`src/shared/mcc_pkg.sv`:
```
package mcc_pkg;
	// ------------------------------------------------------------
	// Widths and register offsets
	// ------------------------------------------------------------
	localparam int          AW     = 5;
	localparam int          DW     = 8;
	localparam logic [4:0]  A_SRC  = 5'h00;
	localparam logic [4:0]  A_PRE  = 5'h01;
	localparam logic [4:0]  A_FRZ  = 5'h02;
	localparam logic [4:0]  A_STAT = 5'h03;
	localparam logic [4:0]  A_FCTL = 5'h10;
	localparam logic [4:0]  A_TRIM = 5'h11;
	localparam logic [4:0]  A_TEMP = 5'h12;
	localparam logic [4:0]  A_ULP  = 5'h18;
	localparam logic [4:0]  A_XTL  = 5'h1c;
	// ------------------------------------------------------------
	// Field positions, reset values, counts
	// ------------------------------------------------------------
	localparam int          B_PIN_EN = 7;
	localparam int          B_PEN    = 0;
	localparam int          B_KEEP   = 1;
	localparam int          B_XEN    = 0;
	localparam int          B_XSEL   = 2;
	localparam logic [7:0]  R_PRE    = 8'h11;
	localparam logic [1:0]  FAST_GATE_CYC = 2'h3; // Four edges, 0..3
	localparam logic [1:0]  EXT_START_CYC = 2'h1; // Two edges, 0..1
	localparam logic [2:0]  UNLOCK_INSTR  = 3'h4;

	typedef enum logic [1:0] {
		SRC_FAST = 2'b00,
		SRC_ULP  = 2'b01,
		SRC_XTL  = 2'b10,
		SRC_EXT  = 2'b11
	} mcc_src_e;

	typedef enum logic {
		SW_IDLE = 1'b0,
		SW_WAIT = 1'b1
	} mcc_sw_e;

	typedef struct packed {
		logic       init;
		logic [2:0] win;
		logic       pin_en;
		mcc_src_e   src_req;
		mcc_src_e   act;
		mcc_sw_e    sw;
		logic [3:0] div_code;
		logic       prescaler_on;
		logic       frz;
		logic       keep_f;
		logic       keep_u;
		logic [7:0] trim;
		logic [3:0] tslope;
		logic       tlock;
		logic       xen;
		logic       xkeep;
		logic       xsel;
		logic [1:0] xstart;
		logic [3:0] prev;
		logic [1:0] fcnt;
		logic       gate;
		logic [1:0] ecnt;
		logic       ext_on;
		logic       main;
		logic       pin;
		logic       frun;
		logic       xrun;
		logic [7:0] rdata;
	} mcc_st_s;

	// Everything zero except the prescaler defaults
	localparam mcc_st_s ST_RST = '{div_code: R_PRE[4:1], prescaler_on: R_PRE[0],
		src_req: SRC_FAST, act: SRC_FAST, sw: SW_IDLE, default: '0};

	// Half of the division ratio; zero marks a reserved code
	function automatic logic [5:0] mcc_half(input logic [3:0] c);
		case (c)
			4'h0: mcc_half = 6'h01;
			4'h1: mcc_half = 6'h02;
			4'h2: mcc_half = 6'h04;
			4'h3: mcc_half = 6'h08;
			4'h4: mcc_half = 6'h10;
			4'h5: mcc_half = 6'h20;
			4'h8: mcc_half = 6'h03;
			4'h9: mcc_half = 6'h05;
			4'ha: mcc_half = 6'h06;
			4'hb: mcc_half = 6'h0c;
			4'hc: mcc_half = 6'h18;
			default: mcc_half = 6'h00;
		endcase
	endfunction
endpackage

```
`src/shared/mcc_div_if.sv`:
```
`timescale 1ns/1ps
`default_nettype none
interface mcc_div_if;
	logic       main_lvl;
	logic       prescaler_on;
	logic [5:0] half;
	logic       per_clk;
	modport ctl (output main_lvl, prescaler_on, half, input per_clk);
	modport div (input main_lvl, prescaler_on, half, output per_clk);
endinterface
`default_nettype wire

```
`src/rtl/mcc_top.sv`:
```
`timescale 1ns/1ps
`default_nettype none
// ------------------------------------------------------------
// Overview of operation
// - Clock-out bit set routes the system clock to the output pin.
// - Pin carries no clock in sleep unless a peripheral uses it.
// - Source field picks fast, low-power, crystal or external clock.
// - Prescaler on: divider codes give 2..64 and 6,10,12,24,48.
// - Prescaler off passes the main clock undivided.
// - Divider field may be rewritten at any time until frozen.
// - Freeze bit blocks source, prescaler and active calibration.
// - Once frozen, the freeze register ignores accesses until reset.
// - Freeze bit takes its first value from the fuse.
// - External started flag rises once the input runs; resets low.
// - Stability flags except external read one only while requested and stable; external reads the sticky started flag.
// - Switch flag stays high until the new source takes over.
// - Keep-running bit holds the fast oscillator powered.
// - Fast oscillator gate stays shut unless something requests it.
// - Gate opens four edges after request; start-up skipped if kept.
// - Fine trim loads factory value chosen by fuse frequency choice.
// - Slope field writable, lock flag read-only; lock blocks trims.
// - Calibration lock flag loads from the fuse at reset.
// - Protected writes need the unlock key within four instructions.
// - A protected write without unlock leaves the register alone.
// - Crystal select and start-up locked while enabled or stable.
// ------------------------------------------------------------
module mcc_top #(
	parameter logic [31:0] TRIM_TAB  = 32'h40404040, // Arbitrary trims
	parameter logic [15:0] SLOPE_TAB = 16'h8888      // Arbitrary slopes
) (
	input  wire logic                   mclk,         // System clock
	input  wire logic                   arst_n,       // Async reset
	input  wire logic                   ce,           // Clock enable
	input  wire logic [mcc_pkg::AW-1:0] addr,         // Register offset
	input  wire logic [mcc_pkg::DW-1:0] wdata,        // Write data
	input  wire logic                   wr,           // Write strobe
	input  wire logic                   rd,           // Read strobe
	output var  logic [mcc_pkg::DW-1:0] rdata,        // Read data
	input  wire logic                   unlock_key,   // Key written
	input  wire logic                   instr_done,   // One instr
	input  wire logic [3:0]             osc_in,       // Source levels
	input  wire logic                   fast_ready,   // Analog up
	input  wire logic                   ulp_ready,    // ULP stable
	input  wire logic                   xtl_ready,    // Crystal up
	input  wire logic [3:0]             periph_req,   // Source req
	input  wire logic                   sleeping,     // Device asleep
	input  wire logic                   per_uses_sys, // Sys clk in use
	input  wire logic                   fuse_trim_lock,   // Fuse lock
	input  wire logic [1:0]             fuse_freq_choice, // Fuse freq
	output var  logic                   main_clk,         // Main clk
	output var  logic                   peripheral_clock, // Prescaled
	output var  logic                   sysclk_pin_drive, // Pin out
	output var  logic                   fast_osc_run,     // Osc power
	output var  logic                   fast_gate,        // Gate open
	output var  logic [7:0]             fast_trim,        // Fine trim
	output var  logic [3:0]             temp_slope_trim,  // Slope
	output var  logic                   crystal_run       // Crystal on
);
	import mcc_pkg::*;

	mcc_st_s    q;
	mcc_st_s    d;
	logic [3:0] lvl;
	logic [3:0] rise;
	logic [3:0] req;
	logic [3:0] stab;
	logic       sw_busy;
	logic       xtl_s;
	logic       ok;
	logic       unfrz;
	logic       cal_ok;

	mcc_div_if u_if ();

	// ------------------------------------------------------------
	// Requests and stability per source
	// ------------------------------------------------------------
	assign sw_busy = (q.sw == SW_WAIT);

	// Pending target counts as a request so it can start up
	for (genvar g = 0; g < 4; g++) begin : g_req
		assign req[g] = periph_req[g] | (q.act == 2'(g))
			| (sw_busy && q.src_req == 2'(g));
	end

	// Fast level only seen through its gate
	assign lvl  = {osc_in[3:1], osc_in[0] & q.gate};
	assign rise = osc_in & ~q.prev;
	assign xtl_s = req[SRC_XTL] & q.xen & xtl_ready;
	assign stab = {q.ext_on, xtl_s, req[SRC_ULP] & ulp_ready,
		req[SRC_FAST] & q.gate};

	// ------------------------------------------------------------
	// Write qualification
	// ------------------------------------------------------------
	assign ok     = ce & wr & q.init & (q.win != 3'h0);
	assign unfrz  = ok & !q.frz;
	assign cal_ok = ok & !q.tlock
		& !(q.frz && q.act == SRC_FAST);

	// ------------------------------------------------------------
	// Next state
	// ------------------------------------------------------------
	always_comb begin
		d = q;
		d.prev = osc_in;

		// Unlock window counts retired instructions
		if (unlock_key) begin
			d.win = UNLOCK_INSTR;
		end else if (instr_done && q.win != 3'h0) begin
			d.win = q.win - 3'h1;
		end

		// Fuse values caught on the first edge after reset release
		if (!q.init) begin
			d.init   = 1'b1;
			d.frz    = fuse_trim_lock;
			d.tlock  = fuse_trim_lock;
			d.trim   = TRIM_TAB[{fuse_freq_choice, 3'h0} +: 8];
			d.tslope = SLOPE_TAB[{fuse_freq_choice, 2'h0} +: 4];
		end

		// Fast gate: four oscillator edges after request
		if (!req[SRC_FAST]) begin
			d.gate = 1'b0;
			d.fcnt = 2'h0;
		end else if (!q.gate && (fast_ready || q.keep_f)
			&& rise[SRC_FAST]) begin
			if (q.fcnt == FAST_GATE_CYC) begin
				d.gate = 1'b1;
			end else begin
				d.fcnt = q.fcnt + 2'h1;
			end
		end

		// External input counts two edges once requested
		if (!q.ext_on && req[SRC_EXT] && rise[SRC_EXT]) begin
			if (q.ecnt == EXT_START_CYC) begin
				d.ext_on = 1'b1;
			end else begin
				d.ecnt = q.ecnt + 2'h1;
			end
		end

		// Handover only when both clocks sit low: no runt pulse
		case (q.sw)
			SW_IDLE: begin
				d.sw = SW_IDLE;
			end
			SW_WAIT: begin
				if (stab[q.src_req] && !lvl[q.act]
					&& !lvl[q.src_req]) begin
					d.act = q.src_req;
					d.sw  = SW_IDLE;
				end
			end
			default: begin
				d.sw = SW_IDLE;
			end
		endcase

		// Register writes
		if (unfrz && addr == A_SRC) begin
			d.pin_en  = wdata[B_PIN_EN];
			d.src_req = mcc_src_e'(wdata[1:0]);
			d.sw = (wdata[1:0] == q.act) ? SW_IDLE : SW_WAIT;
		end
		if (unfrz && addr == A_PRE) begin
			d.prescaler_on = wdata[B_PEN];
			if (mcc_half(wdata[4:1]) != 6'h00) begin
				d.div_code = wdata[4:1];
			end
		end
		if (unfrz && addr == A_FRZ && wdata[0]) begin
			d.frz = 1'b1;
		end
		if (ok && addr == A_FCTL) begin
			d.keep_f = wdata[B_KEEP];
		end
		if (cal_ok && addr == A_TRIM) begin
			d.trim = wdata;
		end
		if (cal_ok && addr == A_TEMP) begin
			d.tslope = wdata[3:0];
		end
		if (ok && addr == A_ULP) begin
			d.keep_u = wdata[B_KEEP];
		end
		if (ok && addr == A_XTL) begin
			d.xen   = wdata[B_XEN];
			d.xkeep = wdata[B_KEEP];
			if (!q.xen && !xtl_s) begin
				d.xsel = wdata[B_XSEL];
				d.xstart = wdata[5:4];
			end
		end

		// Registered outputs
		d.main = lvl[q.act];
		d.pin  = q.pin_en & (!sleeping | per_uses_sys)
			& lvl[q.act];
		d.frun = req[SRC_FAST] | q.keep_f;
		d.xrun = q.xen & (q.xkeep | req[SRC_XTL]);

		// Read data stands for one cycle only
		d.rdata = 8'h00;
		if (rd) begin
			case (addr)
				A_SRC:  d.rdata = {q.pin_en, 5'h00, q.src_req};
				A_PRE:  d.rdata = {3'h0, q.div_code, q.prescaler_on};
				A_FRZ:  d.rdata = 8'h00;
				A_STAT: d.rdata = {stab, 3'h0, sw_busy};
				A_FCTL: d.rdata = {6'h00, q.keep_f, 1'b0};
				A_TRIM: d.rdata = q.trim;
				A_TEMP: d.rdata = {q.tlock, 3'h0, q.tslope};
				A_ULP:  d.rdata = {6'h00, q.keep_u, 1'b0};
				A_XTL:  d.rdata = {2'h0, q.xstart, 1'b0, q.xsel,
					q.xkeep, q.xen};
				default: d.rdata = 8'h00;
			endcase
		end
	end

	// ------------------------------------------------------------
	// State register
	// ------------------------------------------------------------
	always_ff @(posedge mclk or negedge arst_n) begin
		if (!arst_n) begin
			q <= ST_RST;
		end else if (ce) begin
			q <= d;
		end
	end

	// Prescaler runs from the selected main clock level
	assign u_if.main_lvl = q.main;
	assign u_if.prescaler_on      = q.prescaler_on;
	assign u_if.half     = mcc_half(q.div_code);

	mcc_div u_div (
		.mclk   (mclk),
		.arst_n (arst_n),
		.ce     (ce),
		.dv     (u_if.div)
	);

	// ------------------------------------------------------------
	// Output wiring, all from flip-flops
	// ------------------------------------------------------------
	assign rdata            = q.rdata;
	assign main_clk         = q.main;
	assign peripheral_clock = u_if.per_clk;
	assign sysclk_pin_drive = q.pin;
	assign fast_osc_run     = q.frun;
	assign fast_gate        = q.gate;
	assign fast_trim        = q.trim;
	assign temp_slope_trim  = q.tslope;
	assign crystal_run      = q.xrun;
endmodule
`default_nettype wire

```
`src/rtl/mcc_div.sv`:
```
`timescale 1ns/1ps
`default_nettype none
module mcc_div (
	input  wire logic mclk,   // System clock
	input  wire logic arst_n, // Async reset, low
	input  wire logic ce,     // Clock enable
	mcc_div_if.div    dv      // Prescaler link
);
	import mcc_pkg::*;

	typedef struct packed {
		logic [5:0] cnt;
		logic       prev;
		logic       per;
	} mcc_dv_s;

	mcc_dv_s q;
	mcc_dv_s d;

	// ------------------------------------------------------------
	// Even divider: toggle every half ratio of main rising edges
	// ------------------------------------------------------------
	always_comb begin
		d = q;
		d.prev = dv.main_lvl;
		if (!dv.prescaler_on) begin
			d.per = dv.main_lvl;
			d.cnt = 6'h00;
		end else if (dv.main_lvl && !q.prev) begin
			if (q.cnt + 6'h01 >= dv.half) begin
				d.cnt = 6'h00;
				d.per = !q.per;
			end else begin
				d.cnt = q.cnt + 6'h01;
			end
		end
	end

	always_ff @(posedge mclk or negedge arst_n) begin
		if (!arst_n) begin
			q <= '0;
		end else if (ce) begin
			q <= d;
		end
	end

	assign dv.per_clk = q.per;
endmodule
`default_nettype wire

```
`config.mk`:
```
export PLATFORM = sky130hd
export DESIGN_NAME = mcc_top
export DESIGN_NICKNAME = d
export VERILOG_FILES = /design/src/shared/mcc_pkg.sv /design/src/shared/mcc_div_if.sv /design/src/rtl/mcc_top.sv /design/src/rtl/mcc_div.sv
export SDC_FILE = /design/constraint.sdc
export NUM_CORES = 1
export LEC_CHECK = 0
export BUFFER_PORTS_ARGS = -buffer_cell sky130_fd_sc_hd__buf_2
export CAP_MARGIN = 40
export CELL_PAD_IN_SITES_DETAIL_PLACEMENT = 1
export CELL_PAD_IN_SITES_GLOBAL_PLACEMENT = 1
export CORE_MARGIN = 4
export CORE_UTILIZATION = 39
export CTS_CLUSTER_SIZE = 30
export DETAILED_ROUTE_END_ITERATION = 6
export HOLD_SLACK_MARGIN = 0.08
export PLACE_DENSITY_LB_ADDON = 0.1
export SYNTH_ARGS = -nofsm -noshare
export SYNTH_HDL_FRONTEND = slang
export SYNTH_SLANG_ARGS = --single-unit
```
`constraint.sdc`:
```
create_clock -name mclk -period 2.1 [get_ports mclk]
set_input_delay 0.525 -clock mclk [delete_from_list [all_inputs] [get_ports mclk]]
set_output_delay 0.525 -clock mclk [all_outputs]
set_load 0.03 [all_outputs]
```
==> flow_metrics.tcl <==
set metrics [dict create \
    setup_violations 6 \
    first_pass_iters 4 \
    yosysWarnings 0 \
    dp.cells 573 \
    hold_class "in -> async" \
    drc_errors 0 \
    portBuffers 59 \
    numCtsBuffers 9 \
    synth_edf_count 0 \
    required_ns 2.34 \
    root_buffer "clkbuf_8" \
    syn-num-nets 428 \
    max_cap_violations 0 \
    wirelength_um 10800 \
    die_x_um 106 \
    peakVddDrop_mv 0.482 \
    r2r-end "u_div.q[4]" \
    ys_seq_area_frac 0.430 \
    ys_ff_latch 64 \
    status "finished, violations left" \
    vias_per_cell 5.31 \
    die_area_mm2 0.0112 \
    synth.distinct_cells 60 \
    layout.cells.non_filler 597 \
    leakage_nw 2.22 \
    drive_above_1_share 0.365 \
    cts_tree "built" \
    nets 510 \
    nFillCells 1092 \
    fmax_mhz 467 \
    finClkSkew_ns 0.00808 \
    cellPowerDensity_mw_per_mm2 848 \
    drtIter0Drc 94 \
    die_h_um 106 \
    fin_setup_tns_ns -0.202 \
    synthTopCellsByArea "dfrtp_1, o21ai_0, buf_4, ha_1, mux2_2" \
    synth_ff_type "dfrtp_1" \
    antenna_found_initial 0 \
    dr_wl_met3_um 377 \
    syn_area_per_cell_um2 9.79 \
    clk_pin_slew_ns 0.08 \
    vias 3172 \
    io_pins 62 \
    detail-route-antenna-nets 0 \
    grt-ovfl-total 0 \
    cp-start-kind "flip-flop" \
    cp-end-kind "flip-flop" \
    setup_ws_ns -0.0418 \
    grt_pass1_vias 3317 \
    dr.max_layer_used "met4" \
    period_share 1.02 \
    start_util 0.402 \
    rsz0062_at_grt "yes" \
    area_delta_synth_final_pct 25.3 \
    hold_viol_final 0 \
    clkLatencyLatePin_ns 0.35 \
    cts_hold_buf 0 \
    worst_slew_pin_slew_ns 0.532 \
    route.met2.wl_um 5230 \
    async_flop_share 1.00 \
    synth_top_area_frac 0.416 \
    core_area_mm2 0.00928 \
    std_cell_rows 35 \
    worst_hold_slack_ns 0.152 \
    synth_cells 381 \
    drv_slew 0 \
    violations "negative setup slack" \
    cts_sinks 64 \
    synth_area_mm2 0.00373 \
    yosys.area.top_type "dfrtp_1" \
    criticalPathCategory "reg -> reg" \
    cts_buffer_depth 2 \
    grt.total_usage 0.200 \
    gp_congestion 0.881 \
    power_w 0.00396 \
    min_period_ns 2.14 \
    diodes 0 \
    arrival_ns 2.38 \
    r2r-start "u_div.q[2]" \
    grt_pass1_wl_um 17500 \
    multi_input_area_mm2 0.00191 \
    avgRoutedWirePerCell_um 18.0 \
    htree_levels 3 \
    reg2reg_slack_ns -0.04 \
    seqCellArea_mm2 0.00160 \
    max_slew_margin 0.645 \
    grt_start_max_net_pins 26 \
    r2r.worst_path.cells 9 \
    post-dp-hpwl_um 8220 \
    wl_met1_um 4970 \
    critPathMaxFanout 5 \
]
## registers in the layout, indices dropped and copies added (netlist names)
signal / count
rdata: 8
q: 29
fast_osc_run: 1
crystal_run: 1
fast_gate: 1
sw_busy: 1
sysclk_pin_drive: 1
u_div.q: 7
main_clk: 1
fast_trim: 8
u_if.prescaler_on: 1
u_div.dv.per_clk: 1
temp_slope_trim: 4
## final cells by class
type / count / share of cell area
Clock buffer: 9 / 0.0265
Clock inverter: 7 / 0.0206
Inverter: 25 / 0.0201
Multi-Input combinational cell: 258 / 0.410
Sequential cell: 64 / 0.343
Tap cell: 129 / 0.0346
Timing Repair Buffer: 105 / 0.145
## synthesized netlist by cell type (3+ instances only)
master / number
or2_2: 5
nor3_1: 12
nand3_1: 17
a32o_1: 4
buf_4: 21
nand3b_1: 6
clkbuf_1: 5
o2111ai_1: 3
a21oi_1: 17
nand2b_1: 4
a22o_1: 8
nor2_1: 22
a31oi_1: 5
nor2b_1: 5
mux2_2: 12
buf_2: 3
buf_6: 4
xor2_1: 3
ha_1: 11
mux2i_1: 7
xnor2_1: 4
nand2_1: 24
inv_1: 25
and2_1: 3
dfrtp_1: 62
o2bb2ai_1: 8
a22oi_1: 6
o21ai_0: 32
## layer usage
| layer | track usage | vias up |
|---|---|---|
| li1 | - | 1526 |
| met1 | 0.266 | 1574 |
| met2 | 0.333 | 59 |
| met3 | 0.0288 | 13 |
| met4 | 0.0675 | 0 |
| met5 | 0 | - |
## cells by family (layout without fill, tap and decap cells)
| kind of cell | after synthesis | count (layout) | share of synthesized area |
|---|---|---|---|
| xor gates and xnor gates | 7 | 7 | 0.0164 |
| buffers and inverters | 59 | 146 | 0.0923 |
| adders and majority gates | 11 | 11 | 0.0369 |
| muxes | 21 | 21 | 0.0661 |
| AOI/OAI and AO/OA | 100 | 100 | 0.179 |
| DFF | 64 | 64 | 0.430 |
| and+or+nand+nor | 119 | 119 | 0.179 |
## worst max-delay path, stage by stage (launching register included)
cell,delay (ns)
dfrtp_1,0.38
ha_2,0.20
nand3_2,0.10
xnor2_2,0.17
ha_1,0.32
buf_4,0.12
o2111ai_4,0.11
o211ai_1,0.31
nor2_2,0.12
a22o_1,0.22
## worst max path at each step
stage	startpoint	endpoint	slack, ns	depth (start not counted)
2_1_floorplan	u_div.q[2]	u_div.q[2]	0.04	9
3_3_place_gp	u_div.q[2]	u_div.q[2]	-0.09	9
3_5_place_dp	u_div.q[2]	u_div.q[2]	-0.22	9
4_1_cts	u_div.q[2]	u_div.q[4]	-0.06	9
5_1_grt	u_div.q[2]	u_div.q[7]	-0.20	9
6_report	u_div.q[2]	u_div.q[4]	-0.04	9
## power by group
group / switching (W) / internal, W
combinational: 0.000616 / 0.000516
sequential: 0.000187 / 0.00142
clock: 0.000549 / 0.000671
## metrics by stage
step	setup WS, ns	util	cell area (µm²)
after floorplan	0.0444	-	3730
final	-0.0418	0.503	4670
after detailed placement	-0.221	0.459	4260
after global placement	-0.0873	0.459	4260
after CTS	-0.0551	0.490	4550
after global routing	-0.204	0.503	4670
## timing repair
action,in CTS,in global routing
pin swaps,16,10
gates resized for setup,14,17
setup buffers,3,6
endpoints found under the setup margin,7,20
## layout by cell type, fill, tap and decap left out, types with 3 or more instances in the layout
| master | netlist | routed |
|---|---|---|
| buf_4 | 21 | 43 |
| a21oi_1 | 17 | 16 |
| nand3_1 | 17 | 14 |
| ha_4 | 0 | 3 |
| nor2_1 | 22 | 17 |
| a22o_1 | 8 | 8 |
| ha_1 | 11 | 7 |
| a31oi_1 | 5 | 5 |
| o2bb2ai_1 | 8 | 8 |
| xor2_1 | 3 | 3 |
| clkinv_4 | 0 | 3 |
| buf_2 | 3 | 59 |
| nor2b_1 | 5 | 5 |
| mux2_4 | 1 | 3 |
| or2_2 | 5 | 4 |
| a22oi_1 | 6 | 6 |
| mux2_2 | 12 | 10 |
| inv_1 | 25 | 23 |
| buf_12 | 0 | 3 |
| mux2i_1 | 7 | 7 |
| and2_1 | 3 | 3 |
| nand2b_1 | 4 | 4 |
| o21ai_0 | 32 | 30 |
| nand3b_1 | 6 | 6 |
| nor3_1 | 12 | 11 |
| dfrtp_1 | 62 | 62 |
| xnor2_1 | 4 | 3 |
| nand2_1 | 24 | 24 |
| a32o_1 | 4 | 4 |
| nor2_2 | 0 | 5 |
| clkbuf_8 | 1 | 9 |
Power figures use the tool's default switching activity.
